$ cat src/pkg/popc_pkg.sv
// Package for the port O pin configuration block: offsets, fields, carriers
package popc_pkg;

  // ----------------------------------------------------------------
  // Register offsets (byte addresses)
  // ----------------------------------------------------------------
  localparam logic [7:0] OFS_DATA        = 8'h00;
  localparam logic [7:0] OFS_OUT_ENABLE  = 8'h04;
  localparam logic [7:0] OFS_ALT_ONE     = 8'h08;
  localparam logic [7:0] OFS_ALT_TWO     = 8'h0C;
  localparam logic [7:0] OFS_ALT_THREE   = 8'h10;
  localparam logic [7:0] OFS_DRIVER_TYPE = 8'h28;
  localparam logic [7:0] OFS_PULL_UP     = 8'h2C;
  localparam logic [7:0] OFS_INPUT_EN    = 8'h38;
  localparam logic [7:0] OFS_PIN_LEVEL   = 8'h3C;

  // ----------------------------------------------------------------
  // Field layouts and reset values
  // ----------------------------------------------------------------
  localparam int          PIN_COUNT      = 8;
  localparam logic [7:0]  ALT_THREE_MASK = 8'h44;
  localparam int          CLEAR_TO_SEND_CH7_BIT       = 6;
  localparam int          CLEAR_TO_SEND_CH6_BIT       = 2;
  localparam logic [7:0]  PINS_RESET     = 8'h00;
  localparam logic [31:0] READ_UNMAPPED  = 32'h00000000;

  // ----------------------------------------------------------------
  // Carriers
  // ----------------------------------------------------------------
  typedef struct packed {
    logic [7:0] data;
    logic [7:0] out_enable;
    logic [7:0] alt_one;
    logic [7:0] alt_two;
    logic [7:0] alt_three;
    logic [7:0] driver_type;
    logic [7:0] pull_up;
    logic [7:0] input_en;
  } popc_regs_s;

  typedef struct packed {
    logic [7:0] pin_out;
    logic [7:0] pin_oe;
    logic [7:0] pull_up;
    logic [7:0] input_buf_en;
    logic [7:0] ext_int;
    logic       clear_to_send_ch7;
    logic       clear_to_send_ch6;
  } popc_pins_s;

endpackage : popc_pkg

$ cat src/verilog/popc_port_o.sv
// Port O pin configuration: register file on Avalon-MM and pin steering
//
// Overview of operation
// - Second select bits 7..0 route timer outputs F..8 to pins; reset zero.
// - Third select: bit 6 feeds ch7 clear-to-send, bit 2 ch6; others zero.
// - Driver type bit: zero push-pull, one open-drain; upper bits read zero.
// - Pull-up bit one enables the pin pull-up; reset disables all.
// - Input enable bit one enables the input buffer; reset disables all.
// - Reset leaves all pins general purpose, input, output, pull-up off.
// - Outside stop mode, enabled input levels reach the external interrupt.
// - Output enable bit lets the pin drive; clear leaves driver off unless select one picks the pin with alt_one_oe set and select two clear.
module popc_port_o (
  // Clock and reset
  input  wire logic                  clk,
  input  wire logic                  rstn,
  // Avalon-MM slave
  input  wire logic [7:0]            address,
  input  wire logic                  read,
  input  wire logic                  write,
  input  wire logic [31:0]           writedata,
  input  wire logic [3:0]            byteenable,
  output logic      [31:0]           readdata,
  output logic                       waitrequest,
  // Pins and peripherals
  input  wire logic [7:0]            pin_in,
  input  wire logic [7:0]            timer_outputs,
  input  wire logic [7:0]            alt_one_out,
  input  wire logic [7:0]            alt_one_oe,
  input  wire logic                  stop_mode,
  output popc_pkg::popc_pins_s       pins
);

  // ----------------------------------------------------------------
  // Register file state
  // ----------------------------------------------------------------
  popc_pkg::popc_regs_s regs;
  popc_pkg::popc_regs_s next_regs;
  logic [31:0]          next_readdata;
  logic                 next_waitrequest;
  logic                 ack;
  popc_pkg::popc_pins_s next_pins;

  // Low byte write honours byte lane zero only; upper bits are not stored
  function automatic logic [7:0] merge_low(input logic [7:0] cur, input logic [31:0] wd,
                                          input logic [3:0] be);
    merge_low = be[0] ? wd[7:0] : cur;
  endfunction : merge_low

  // Takes a where sel is set and b elsewhere, per pin, for timer and select-one outputs; the timer order is F..8 from bit 7 down
  function automatic logic [7:0] pick(input logic [7:0] sel, input logic [7:0] a,
                                     input logic [7:0] b);
    pick = (sel & a) | (~sel & b);
  endfunction : pick

  // ----------------------------------------------------------------
  // Bus access: one wait cycle, answered on the second edge
  // ----------------------------------------------------------------
  // Waitrequest rests high so a new request is always held one edge before it is acked
  always_comb begin
    next_waitrequest = 1'b1;
    if ((read || write) && waitrequest && !ack) begin
      next_waitrequest = 1'b0;
    end
  end

  always_comb begin
    next_regs     = regs;
    next_readdata = readdata;
    if (write && !waitrequest) begin
      unique case (address)
        popc_pkg::OFS_DATA:        next_regs.data = merge_low(regs.data, writedata, byteenable);
        popc_pkg::OFS_OUT_ENABLE:  next_regs.out_enable =
                                     merge_low(regs.out_enable, writedata, byteenable);
        popc_pkg::OFS_ALT_ONE:     next_regs.alt_one =
                                     merge_low(regs.alt_one, writedata, byteenable);
        popc_pkg::OFS_ALT_TWO:     next_regs.alt_two =
                                     merge_low(regs.alt_two, writedata, byteenable);
        popc_pkg::OFS_ALT_THREE:   next_regs.alt_three = popc_pkg::ALT_THREE_MASK &
                                     merge_low(regs.alt_three, writedata, byteenable);
        popc_pkg::OFS_DRIVER_TYPE: next_regs.driver_type =
                                     merge_low(regs.driver_type, writedata, byteenable);
        popc_pkg::OFS_PULL_UP:     next_regs.pull_up =
                                     merge_low(regs.pull_up, writedata, byteenable);
        popc_pkg::OFS_INPUT_EN:    next_regs.input_en =
                                     merge_low(regs.input_en, writedata, byteenable);
        default:                   next_regs = regs;  // Unmapped writes are dropped
      endcase
    end
    if (read && waitrequest) begin
      unique case (address)
        popc_pkg::OFS_DATA:        next_readdata = {24'h000000, regs.data};
        popc_pkg::OFS_OUT_ENABLE:  next_readdata = {24'h000000, regs.out_enable};
        popc_pkg::OFS_ALT_ONE:     next_readdata = {24'h000000, regs.alt_one};
        popc_pkg::OFS_ALT_TWO:     next_readdata = {24'h000000, regs.alt_two};
        popc_pkg::OFS_ALT_THREE:   next_readdata = {24'h000000, regs.alt_three};
        popc_pkg::OFS_DRIVER_TYPE: next_readdata = {24'h000000, regs.driver_type};
        popc_pkg::OFS_PULL_UP:     next_readdata = {24'h000000, regs.pull_up};
        popc_pkg::OFS_INPUT_EN:    next_readdata = {24'h000000, regs.input_en};
        popc_pkg::OFS_PIN_LEVEL:   next_readdata = {24'h000000, pin_in & regs.input_en};
        default:                   next_readdata = popc_pkg::READ_UNMAPPED;
      endcase
    end
  end

  // ----------------------------------------------------------------
  // Pin steering
  // ----------------------------------------------------------------
  // Overlapping selects are software's fault; priority two over one keeps it defined
  always_comb begin
    logic [7:0] alt_drive;
    logic [7:0] func_out;
    logic [7:0] func_oe;
    alt_drive = 8'h00;
    func_out  = 8'h00;
    func_oe   = 8'h00;
    alt_drive = pick(regs.alt_one, alt_one_out, regs.data);
    func_out  = pick(regs.alt_two, timer_outputs, alt_drive);
    func_oe   = regs.out_enable | (regs.alt_one & alt_one_oe & ~regs.alt_two);
    // Open-drain only pulls low: a high level releases the driver
    next_pins.pin_out      = func_out;
    next_pins.pin_oe       = func_oe & ~(regs.driver_type & func_out);
    next_pins.pull_up      = regs.pull_up;
    next_pins.input_buf_en = regs.input_en;
    next_pins.ext_int      = stop_mode ? 8'h00 : (pin_in & regs.input_en);
    // Clear-to-send idles high (deasserted) unless the pin is selected and listening
    next_pins.clear_to_send_ch7 = regs.alt_three[popc_pkg::CLEAR_TO_SEND_CH7_BIT] ?
                     (pin_in[popc_pkg::CLEAR_TO_SEND_CH7_BIT] | ~regs.input_en[popc_pkg::CLEAR_TO_SEND_CH7_BIT]) :
                     1'b1;
    next_pins.clear_to_send_ch6 = regs.alt_three[popc_pkg::CLEAR_TO_SEND_CH6_BIT] ?
                     (pin_in[popc_pkg::CLEAR_TO_SEND_CH6_BIT] | ~regs.input_en[popc_pkg::CLEAR_TO_SEND_CH6_BIT]) :
                     1'b1;
  end

  // ----------------------------------------------------------------
  // Registers
  // ----------------------------------------------------------------
  // Everything clears to general-purpose use with all drivers off
  always_ff @(posedge clk or negedge rstn) begin
    if (!rstn) begin
      regs        <= '0;
      readdata    <= 32'h00000000;
      waitrequest <= 1'b1;
      ack         <= 1'b0;
      pins        <= '{pin_out: 8'h00, pin_oe: 8'h00, pull_up: 8'h00, input_buf_en: 8'h00,
                       ext_int: 8'h00, clear_to_send_ch7: 1'b1, clear_to_send_ch6: 1'b1};
    end else begin
      regs        <= next_regs;
      readdata    <= next_readdata;
      waitrequest <= next_waitrequest;
      ack         <= !next_waitrequest;
      pins        <= next_pins;
    end
  end

endmodule : popc_port_o

$ cat config.mk
export PLATFORM = sky130hd
export DESIGN_NAME = popc_port_o
export DESIGN_NICKNAME = d
export VERILOG_FILES = /design/src/pkg/popc_pkg.sv /design/src/verilog/popc_port_o.sv
export SDC_FILE = /design/constraint.sdc
export NUM_CORES = 1
export LEC_CHECK = 0
export BUFFER_PORTS_ARGS = -buffer_cell sky130_fd_sc_hd__buf_2
export CORE_MARGIN = 2
export CORE_UTILIZATION = 51
export DETAILED_ROUTE_END_ITERATION = 16
export MAX_ROUTING_LAYER = met4
export PLACE_DENSITY = 0.8
export SETUP_SLACK_MARGIN = 0.4
export SYNTH_ARGS = -nofsm -noshare
export SYNTH_HDL_FRONTEND = slang
export SYNTH_SLANG_ARGS = --single-unit
$ cat constraint.sdc
create_clock -name clk -period 1.88 [get_ports clk]
set_input_delay 0.376 -clock clk [delete_from_list [all_inputs] [get_ports clk]]
set_output_delay 0.376 -clock clk [all_outputs]
set_load 0.01 [all_outputs]
Word level (Yosys, flattened, before mapping)
Index checks and enable logic that the tools add are counted.
W data, S select, Z words.
- word-level logic and storage cells: 66
- register bits after elaboration: 134
- output and inout bits: 75
- eq/ne operators: 8
- mux-type cells: 5
- bitwise operators: 19
- reductions and logical operators: 16
- operator list (kind ; count):
    $and A8 B8 Y8 ; 9
    $pmux W8 S9 ; 1
    $eq A8 B6 Y1 const B ; 4
    $not A8 Y8 ; 3
    $or A8 B8 Y8 ; 3
    $reduce_and A3 Y1 ; 8
    $eq A8 B4 Y1 const B ; 2
    $eq A8 B3 Y1 const B ; 1
    $eq A8 B5 Y1 const B ; 1
    $logic_not A8 Y1 ; 1
    $mux W8 ; 1
    $logic_and A1 B1 Y1 ; 4
    $mux W1 ; 3
    $logic_not A1 Y1 ; 2
    $not A1 Y1 ; 2
    $or A1 B1 Y1 ; 2
    $logic_or A1 B1 Y1 ; 1

Logic depth before layout (Yosys ltp)
Gate-level depths: netlist (run 1).
- word-level depth: 8
- mapped depth: 8
- gate-level depth less buffers: 5

Least setup slack after synthesis (run 1)
OpenSTA, ideal clock, no wires.
- path type: input-to-reg
- from: input address[5]
- to: register regs[48] in the netlist's numbering
- slack: 0.109 ns
- buffers on the path: 2
- arrival: 1.646 ns
- stages: 6
- required time: 1.755 ns
- cell sequence: buf_4 nor4_4 and2_0 buf_2 nand4b_2 mux2_2
- cells in the longest elaborated chain, start to end: 2
- ends and longest elaborated chain (item ; RTL line ; source):
    start, declared ; popc_port_o.sv:17 ; input wire logic [7:0] address,
    $eq A8 B3 Y1 ; popc_port_o.sv:70 ; unique case (address)
    $reduce_and A3 Y1 (no source line) ; -- ;
    end signal, assigned ; popc_port_o.sv:147 ; regs <= next_regs;
    end, declared ; popc_port_o.sv:36 ; popc_pkg::popc_regs_s regs;
Every way passes these cells.
A chain may end at the register's enable or synchronous reset.

Final worst setup path (run 1)
- from: register waitrequest
- to: register regs[36] in the netlist's numbering
- cells in the longest elaborated chain, start to end: 3
- ends and longest elaborated chain (item ; RTL line ; source):
    start, declared ; popc_port_o.sv:23 ; output logic waitrequest,
    start signal, assigned ; popc_port_o.sv:149 ; waitrequest <= next_waitrequest;
    $logic_not A1 Y1 ; popc_port_o.sv:69 ; if (write && !waitrequest) begin
    $logic_and A1 B1 Y1 ; popc_port_o.sv:69 ;
    $reduce_and A3 Y1 (no source line) ; -- ;
Every way passes these cells.

==> key figures, run 1 <==
Place
  – I/O Buffers: 104
  – Routability cong.: 0.905
  – Placed wire-length estimate: 8310 µm
  – Placed Cells: 645

Synthesis
  – Synth Area per Inst: 12.5 µm²
  – #FFs+latches synth: 110
  – YS warnings: 0
  – Post-synth EDFFs: 0
  – Register area share after synthesis: 56.6%
  – Synth Flop Type: dfrtp_1
  – Netlist cell types: 51
  – Ys async rst share: 100%
  – Cell Area, Synth: 0.00487 mm²
  – Cells after Synth: 390

Run status
  – Status: complete, no violations

STA
  – Endpoints failing setup: 0
  – RSZ-0062 raised after global routing: true
  – Fmax: 0.645 GHz
  – Hold slack: 0.0646 ns
  – Slew HR: 61.9%
  – Worst slew pin tran: 0.571 ns
  – Skew final: 0.00956 ns
  – Pins Over Slew Limit: 0
  – Setup TNS: 0 ns
  – Final hold vios: 0
  – Final period utilization: 82.4%
  – Final min period: 1.55 ns

Global route
  – Largest net degree at the start of global routing: 111
  – First-pass GRT wire length: 18600 µm
  – Vias in the first global route: 3609
  – Initial antenna violation count: 0
  – GR Util All Layers: 24.6%
  – Overflow after GRT: 0

Finish
  – Final Util: 67.4%
  – Share of post-route cells with drive strength above 1: 47.9%
  – Fill cells: 674
  – NumNets Final: 615
  – Synthesis-to-finish area growth: 28.0%
  – Ant diodes: 0
  – Non-Filler Instances: 668

Hold path
  – Worst Hold Class: primary input to async pin

Worst setup path
  – Crit. End Element: flip-flop
  – Critical path required time: 2.14 ns
  – Critical path arrival: 1.81 ns
  – Crit Path Class: flip-flop to flip-flop
  – CP max FO: 8
  – Crit start category: flip-flop

Floorplanning
  – Chip width: 102 µm
  – Die area: 0.0103 mm²
  – Placement Rows: 35
  – Core region area: 0.00924 mm²
  – Initial Util: 52.7%
  – Num ports: 156
  – Die Y: 102 µm

Clock network
  – Clock root buffer: clkbuf_8
  – Clk sink count: 110
  – Post-CTS Hold Fix Bufs: 0
  – Clock buffer depth: 2
  – # H-tree levels: 3
  – CTS Buf Count: 9
  – CTS tree: done
  – Reg clk slew, reported paths: 0.10 ns
  – Worst-Skew Late Latency: 0.37 ns

Routing
  – DR pass1 iterations: 4
  – DR WL/cell: 17.8 µm
  – Vias per cell: 5.27
  – ANT nets after route: 0
  – # DRC: 0
  – DR vias: 3521
  – Drt total wl: 11900 µm
  – DRT iter0 DRCs: 148

Flow run
  – Maxcap violations: 0

Pwr
  – Peak VDD IR: 467 µV
  – Power per cell area: 706 mW/mm²
  – Static Leakage: 0.00325 µW
  – Total power: 4400 µW
## metal layers
metal	vias to the layer above	GRT usage (%)	share of wire [%]
li1	1633	-	-
met1	1744	34.2	46
met2	127	36.4	46
met3	17	4.14	5.6
met4	0	9.46	1.9
met5	-	-	0
## per-stage QoR
stage	instance area, µm²	setup slack (ns)
6_report	6230	0.331
5_1_grt	6230	0.301
2_1_floorplan	5040	0.182
4_1_cts	6140	0.330
3_3_place_gp	5780	-0.0186
3_5_place_dp	5780	-0.0404
## flip-flops by register name (all words and copies together) (netlist names)
signal / count
readdata: 8
next_pins: 16
ack: 1
regs: 42
pins: 42
waitrequest: 1
## kinds of logic (layout without fill, tap and decap cells)
group	Yosys count	in the layout	synth area share, %
buf+inv	48	174	5.78
other cells	1	24	0.0770
compound gates	68	68	8.95
mux	78	78	18.4
flops	110	110	56.6
simple gates	85	85	10.2
## power by group
| group | switching [µW] | total (µW) | internal, µW |
|---|---|---|---|
| registers | 35.5 | 2460 | 2430 |
| logic | 277 | 476 | 198 |
| clock network | 797 | 1460 | 662 |
| total | 1110 | 4400 | 3290 |
## final cells by class
| cell class | instances | area [µm²] | share of cell area (%) |
|---|---|---|---|
| inverters | 14 | 52.6 | 0.844 |
| multi-input cells | 255 | 2130 | 34.1 |
| clock buffers | 10 | 138 | 2.21 |
| flip-flops and latches | 110 | 2760 | 44.3 |
| repair buffers | 144 | 925 | 14.8 |
| clock inverters | 6 | 68.8 | 1.10 |
| well taps | 129 | 161 | 2.59 |
## cell usage in the layout (no fill, tap or decap), types with 4 or more instances in the layout
cell         n
nor2_1       9
inv_1       13
clkbuf_8    10
buf_2      101
nand2_1     34
buf_4       30
a21oi_1     14
a22oi_1      6
buf_12       5
dfrtp_1    106
a31oi_1      9
conb_1      24
buf_6        7
o21ai_0     16
o2bb2ai_1    4
mux2_4      30
mux2i_1     14
nand3_1      4
mux2_2      31
o21ai_1      5
## final timing paths
kind	from	end	slack (ns)	depth (start not counted)
min in group clk	write	waitrequest$_DFF_PN1_	0.20	2
setup reg to reg	waitrequest$_DFF_PN1_	regs[36]$_DFFE_PN0P_	0.33	5
setup / recovery	waitrequest$_DFF_PN1_	regs[36]$_DFFE_PN0P_	0.33	5
hold / removal	rstn	pins[34]$_DFF_PN0_	0.06	2
max in group asynchronous	rstn	next_pins[16]$_DFFE_PN0P_	1.38	2
hold reg to reg	next_pins[21]$_DFFE_PN0P_	pins[21]$_DFF_PN0_	0.41	0
## timing repair
| item | CTS | global route |
|---|---|---|
| gates resized for setup | 34 | 21 |
| setup buffers | 5 | 2 |
| endpoints found under the setup margin | 54 | 63 |
| pin swaps | 13 | 9 |
## cell usage after synthesis, types with 2 or more instances
cell / number / share of area (%)
a221oi_1: 2 / 0.36
a221o_2: 3 / 0.69
o211ai_1: 2 / 0.31
nand3_1: 4 / 0.41
o2bb2ai_1: 4 / 0.72
and2_1: 3 / 0.39
a211oi_1: 2 / 0.31
nand2b_1: 3 / 0.39
a31oi_1: 9 / 1.2
nand3_2: 2 / 0.41
o21ai_0: 22 / 2.3
buf_4: 25 / 3.9
mux2_2: 61 / 14
nor2_1: 11 / 0.85
clkbuf_1: 2 / 0.15
dfrtp_1: 107 / 55
buf_2: 6 / 0.62
a21oi_1: 14 / 1.4
and3_1: 2 / 0.26
mux4_2: 3 / 1.4
dfstp_2: 3 / 1.6
a22oi_1: 6 / 0.93
nand2_1: 37 / 2.9
nor2_2: 2 / 0.26
inv_1: 13 / 1.0
nand4_1: 3 / 0.39
nand3b_1: 2 / 0.31
mux2i_1: 14 / 2.9
## critical path: stages (launching register included)
cell     delay (ns)
dfstp_2        0.55
nor2_2         0.05
and2_4         0.18
buf_6          0.12
nand3_4        0.21
mux2_4         0.33
Note: power is estimated with default switching activity, not from simulation.
==> inputs of run 2 (changes only) <==
--- a/config.mk
+++ b/config.mk
@@ -7,10 +7,10 @@
 export LEC_CHECK = 0
 export BUFFER_PORTS_ARGS = -buffer_cell sky130_fd_sc_hd__buf_2
 export CORE_MARGIN = 2
-export CORE_UTILIZATION = 51
+export CORE_UTILIZATION = 46
 export DETAILED_ROUTE_END_ITERATION = 16
 export MAX_ROUTING_LAYER = met4
-export PLACE_DENSITY = 0.8
+export PLACE_DENSITY = 0.76
 export SETUP_SLACK_MARGIN = 0.4
 export SYNTH_ARGS = -nofsm -noshare
 export SYNTH_HDL_FRONTEND = slang
==> constraint.sdc (replaced) <==
create_clock -name clk -period 1.3 [get_ports clk]
set_input_delay 0.26 -clock clk [delete_from_list [all_inputs] [get_ports clk]]
set_output_delay 0.26 -clock clk [all_outputs]
set_load 0.01 [all_outputs]
==> run 2 against run 1 <==
Against the previous run: sequential share of layout area is 1.7 points lower; the flow now finishes with violations (hold timing, setup timing); largest power group unchanged; clock-buffer cell count down 1; sequential power rose by 45%; worst setup slack worse by 0.58 ns.
==> key figures, run 2 (synthesized netlist as in run 1, its figures left out) <==
Run status
  – Status: complete, but fails checks
  – Failing checks: hold timing, setup timing

Floorplanning
  – Die area: 0.0114 mm²
  – Num ports: 156
  – Chip width: 107 µm
  – Die Y: 107 µm
  – Core region area: 0.0103 mm²
  – Initial Util: 47.4%
  – Placement Rows: 37

Routing
  – Vias per cell: 5.12
  – Top routing layer in use: met4
  – WL met3: 560 µm
  – ANT nets after route: 0
  – DR vias: 3660
  – # DRC: 0
  – DRT iter0 DRCs: 152
  – DR WL/cell: 17.9 µm
  – DR pass1 iterations: 4
  – Routed met2 length: 6390 µm
  – Metal-1 WL: 5650 µm
  – Drt total wl: 12800 µm

Global route
  – GR Util All Layers: 23.8%
  – Initial antenna violation count: 0
  – Largest net degree at the start of global routing: 34
  – Vias in the first global route: 3694
  – Overflow after GRT: 0
  – First-pass GRT wire length: 19900 µm

Place
  – Routability cong.: 0.928
  – I/O Buffers: 104
  – Placed Cells: 687
  – Placed wire-length estimate: 9530 µm

Clock network
  – Clock root buffer: clkbuf_8
  – Clock buffer depth: 2
  – Worst-Skew Late Latency: 0.37 ns
  – CTS Buf Count: 9
  – # H-tree levels: 3
  – Reg clk slew, reported paths: 0.11 ns
  – Clk sink count: 110
  – CTS tree: done

STA
  – Worst setup margin: -0.250 ns
  – Skew final: 0.0125 ns
  – Endpoints failing setup: 67
  – Setup TNS: -12.38 ns
  – Final period utilization: 119%
  – Hold slack: -0.185 ns
  – Pins Over Slew Limit: 0
  – RSZ-0062 raised after global routing: true
  – Final min period: 1.55 ns
  – Final hold vios: 22
  – Fmax: 0.645 GHz

Finish
  – Synthesis-to-finish area growth: 33.2%
  – Most common cell after layout, fill and taps aside: dfrtp_1
  – Ant diodes: 0
  – Most frequent cells in the layout: dfrtp_1 (105), buf_2 (98), buf_4 (68)
  – Non-Filler Instances: 715
  – NumNets Final: 655
  – Fill cells: 841
  – Share of post-route cells with drive strength above 1: 52.5%

Worst setup path
  – Max stage delay on crit path: 0.55 ns
  – Critical path required time: 1.55 ns
  – CP max FO: 8
  – Crit Path Class: flip-flop to flip-flop
  – Critical Path, Cell by Cell: nor2_2 -> and2_4 -> buf_6 -> buf_6 -> nand2_8 -> mux2_4
  – Crit start category: flip-flop
  – Critical path arrival: 1.80 ns
  – Max stage delay cell, worst path: dfstp_2
  – Crit. End Element: flip-flop
  – CP most frequent cell: buf_6

Pwr
  – Power per cell area: 969 mW/mm²
  – Static Leakage: 0.00340 µW
  – Peak VDD IR: 690 µV

Hold path
  – Worst Hold Class: primary input to async pin

Flow run
  – Maxcap violations: 0
==> run 2: layout make-up <==
cell class	instances	area (µm²)	share of cell area [%]
inverters	14	52.6	0.810
flip-flops and latches	110	2760	42.6
repair buffers	184	1250	19.2
clock inverters	7	63.8	0.984
clock buffers	9	124	1.91
well taps	136	170	2.62
multi-input cells	255	2070	31.9
==> run 2: worst max-delay path: cells and delay by family (launching register included) <==
family                 cells  cell delay, ns
muxes                      1            0.32
DFF                        1            0.55
and+or+nand+nor            3            0.32
buffers and inverters      2            0.25
==> run 2: worst paths after layout <==
check / startpoint / endpoint / slack, ns / depth (start not counted)
hold / removal: rstn / regs[16]$_DFFE_PN0P_ / -0.19 / 1
hold reg to reg: next_pins[21]$_DFFE_PN0P_ / pins[21]$_DFF_PN0_ / 0.41 / 0
setup / recovery: waitrequest$_DFF_PN1_ / regs[42]$_DFFE_PN0P_ / -0.25 / 6
min in group clk: pin_in[7] / pins[9]$_DFF_PN0_ / 0.10 / 3
setup reg to reg: waitrequest$_DFF_PN1_ / regs[42]$_DFFE_PN0P_ / -0.25 / 6
max in group asynchronous: rstn / next_pins[24]$_DFFE_PN0P_ / 0.94 / 2
==> run 2: repair_timing <==
item | CTS | global route
setup endpoints to repair | 131 | 133
hold endpoints to repair | 22 | 22
gates resized for setup | 38 | 13
pin swaps | 21 | 12
setup buffers | 7 | 5
==> run 2: power by group <==
group          internal, µW  switching [µW]  leakage, µW  total (µW)
Clock                   743            1240    0.0000967        1980
Sequential             3510            46.0      0.00152        3560
Combinational           319             429      0.00178         748
==> run 2: metal layers <==
layer  up-vias  track usage (%)
li1       1719                -
met1      1816             31.8
met2       115             38.0
met3        10             4.01
met4         0             6.40
met5         -                -
==> run 2: stage by stage <==
step | total power (µW) | setup slack [ns] | utilization [%] | area [µm²]
2_1_floorplan | 3950 | -0.270 | - | 5050
3_3_place_gp | 4320 | -0.730 | 58.8 | 6050
3_5_place_dp | 4340 | -0.685 | 58.8 | 6050
4_1_cts | 6330 | -0.252 | 62.3 | 6410
5_1_grt | 6540 | -0.288 | 63.1 | 6480
6_report | 6290 | -0.250 | 63.1 | 6480
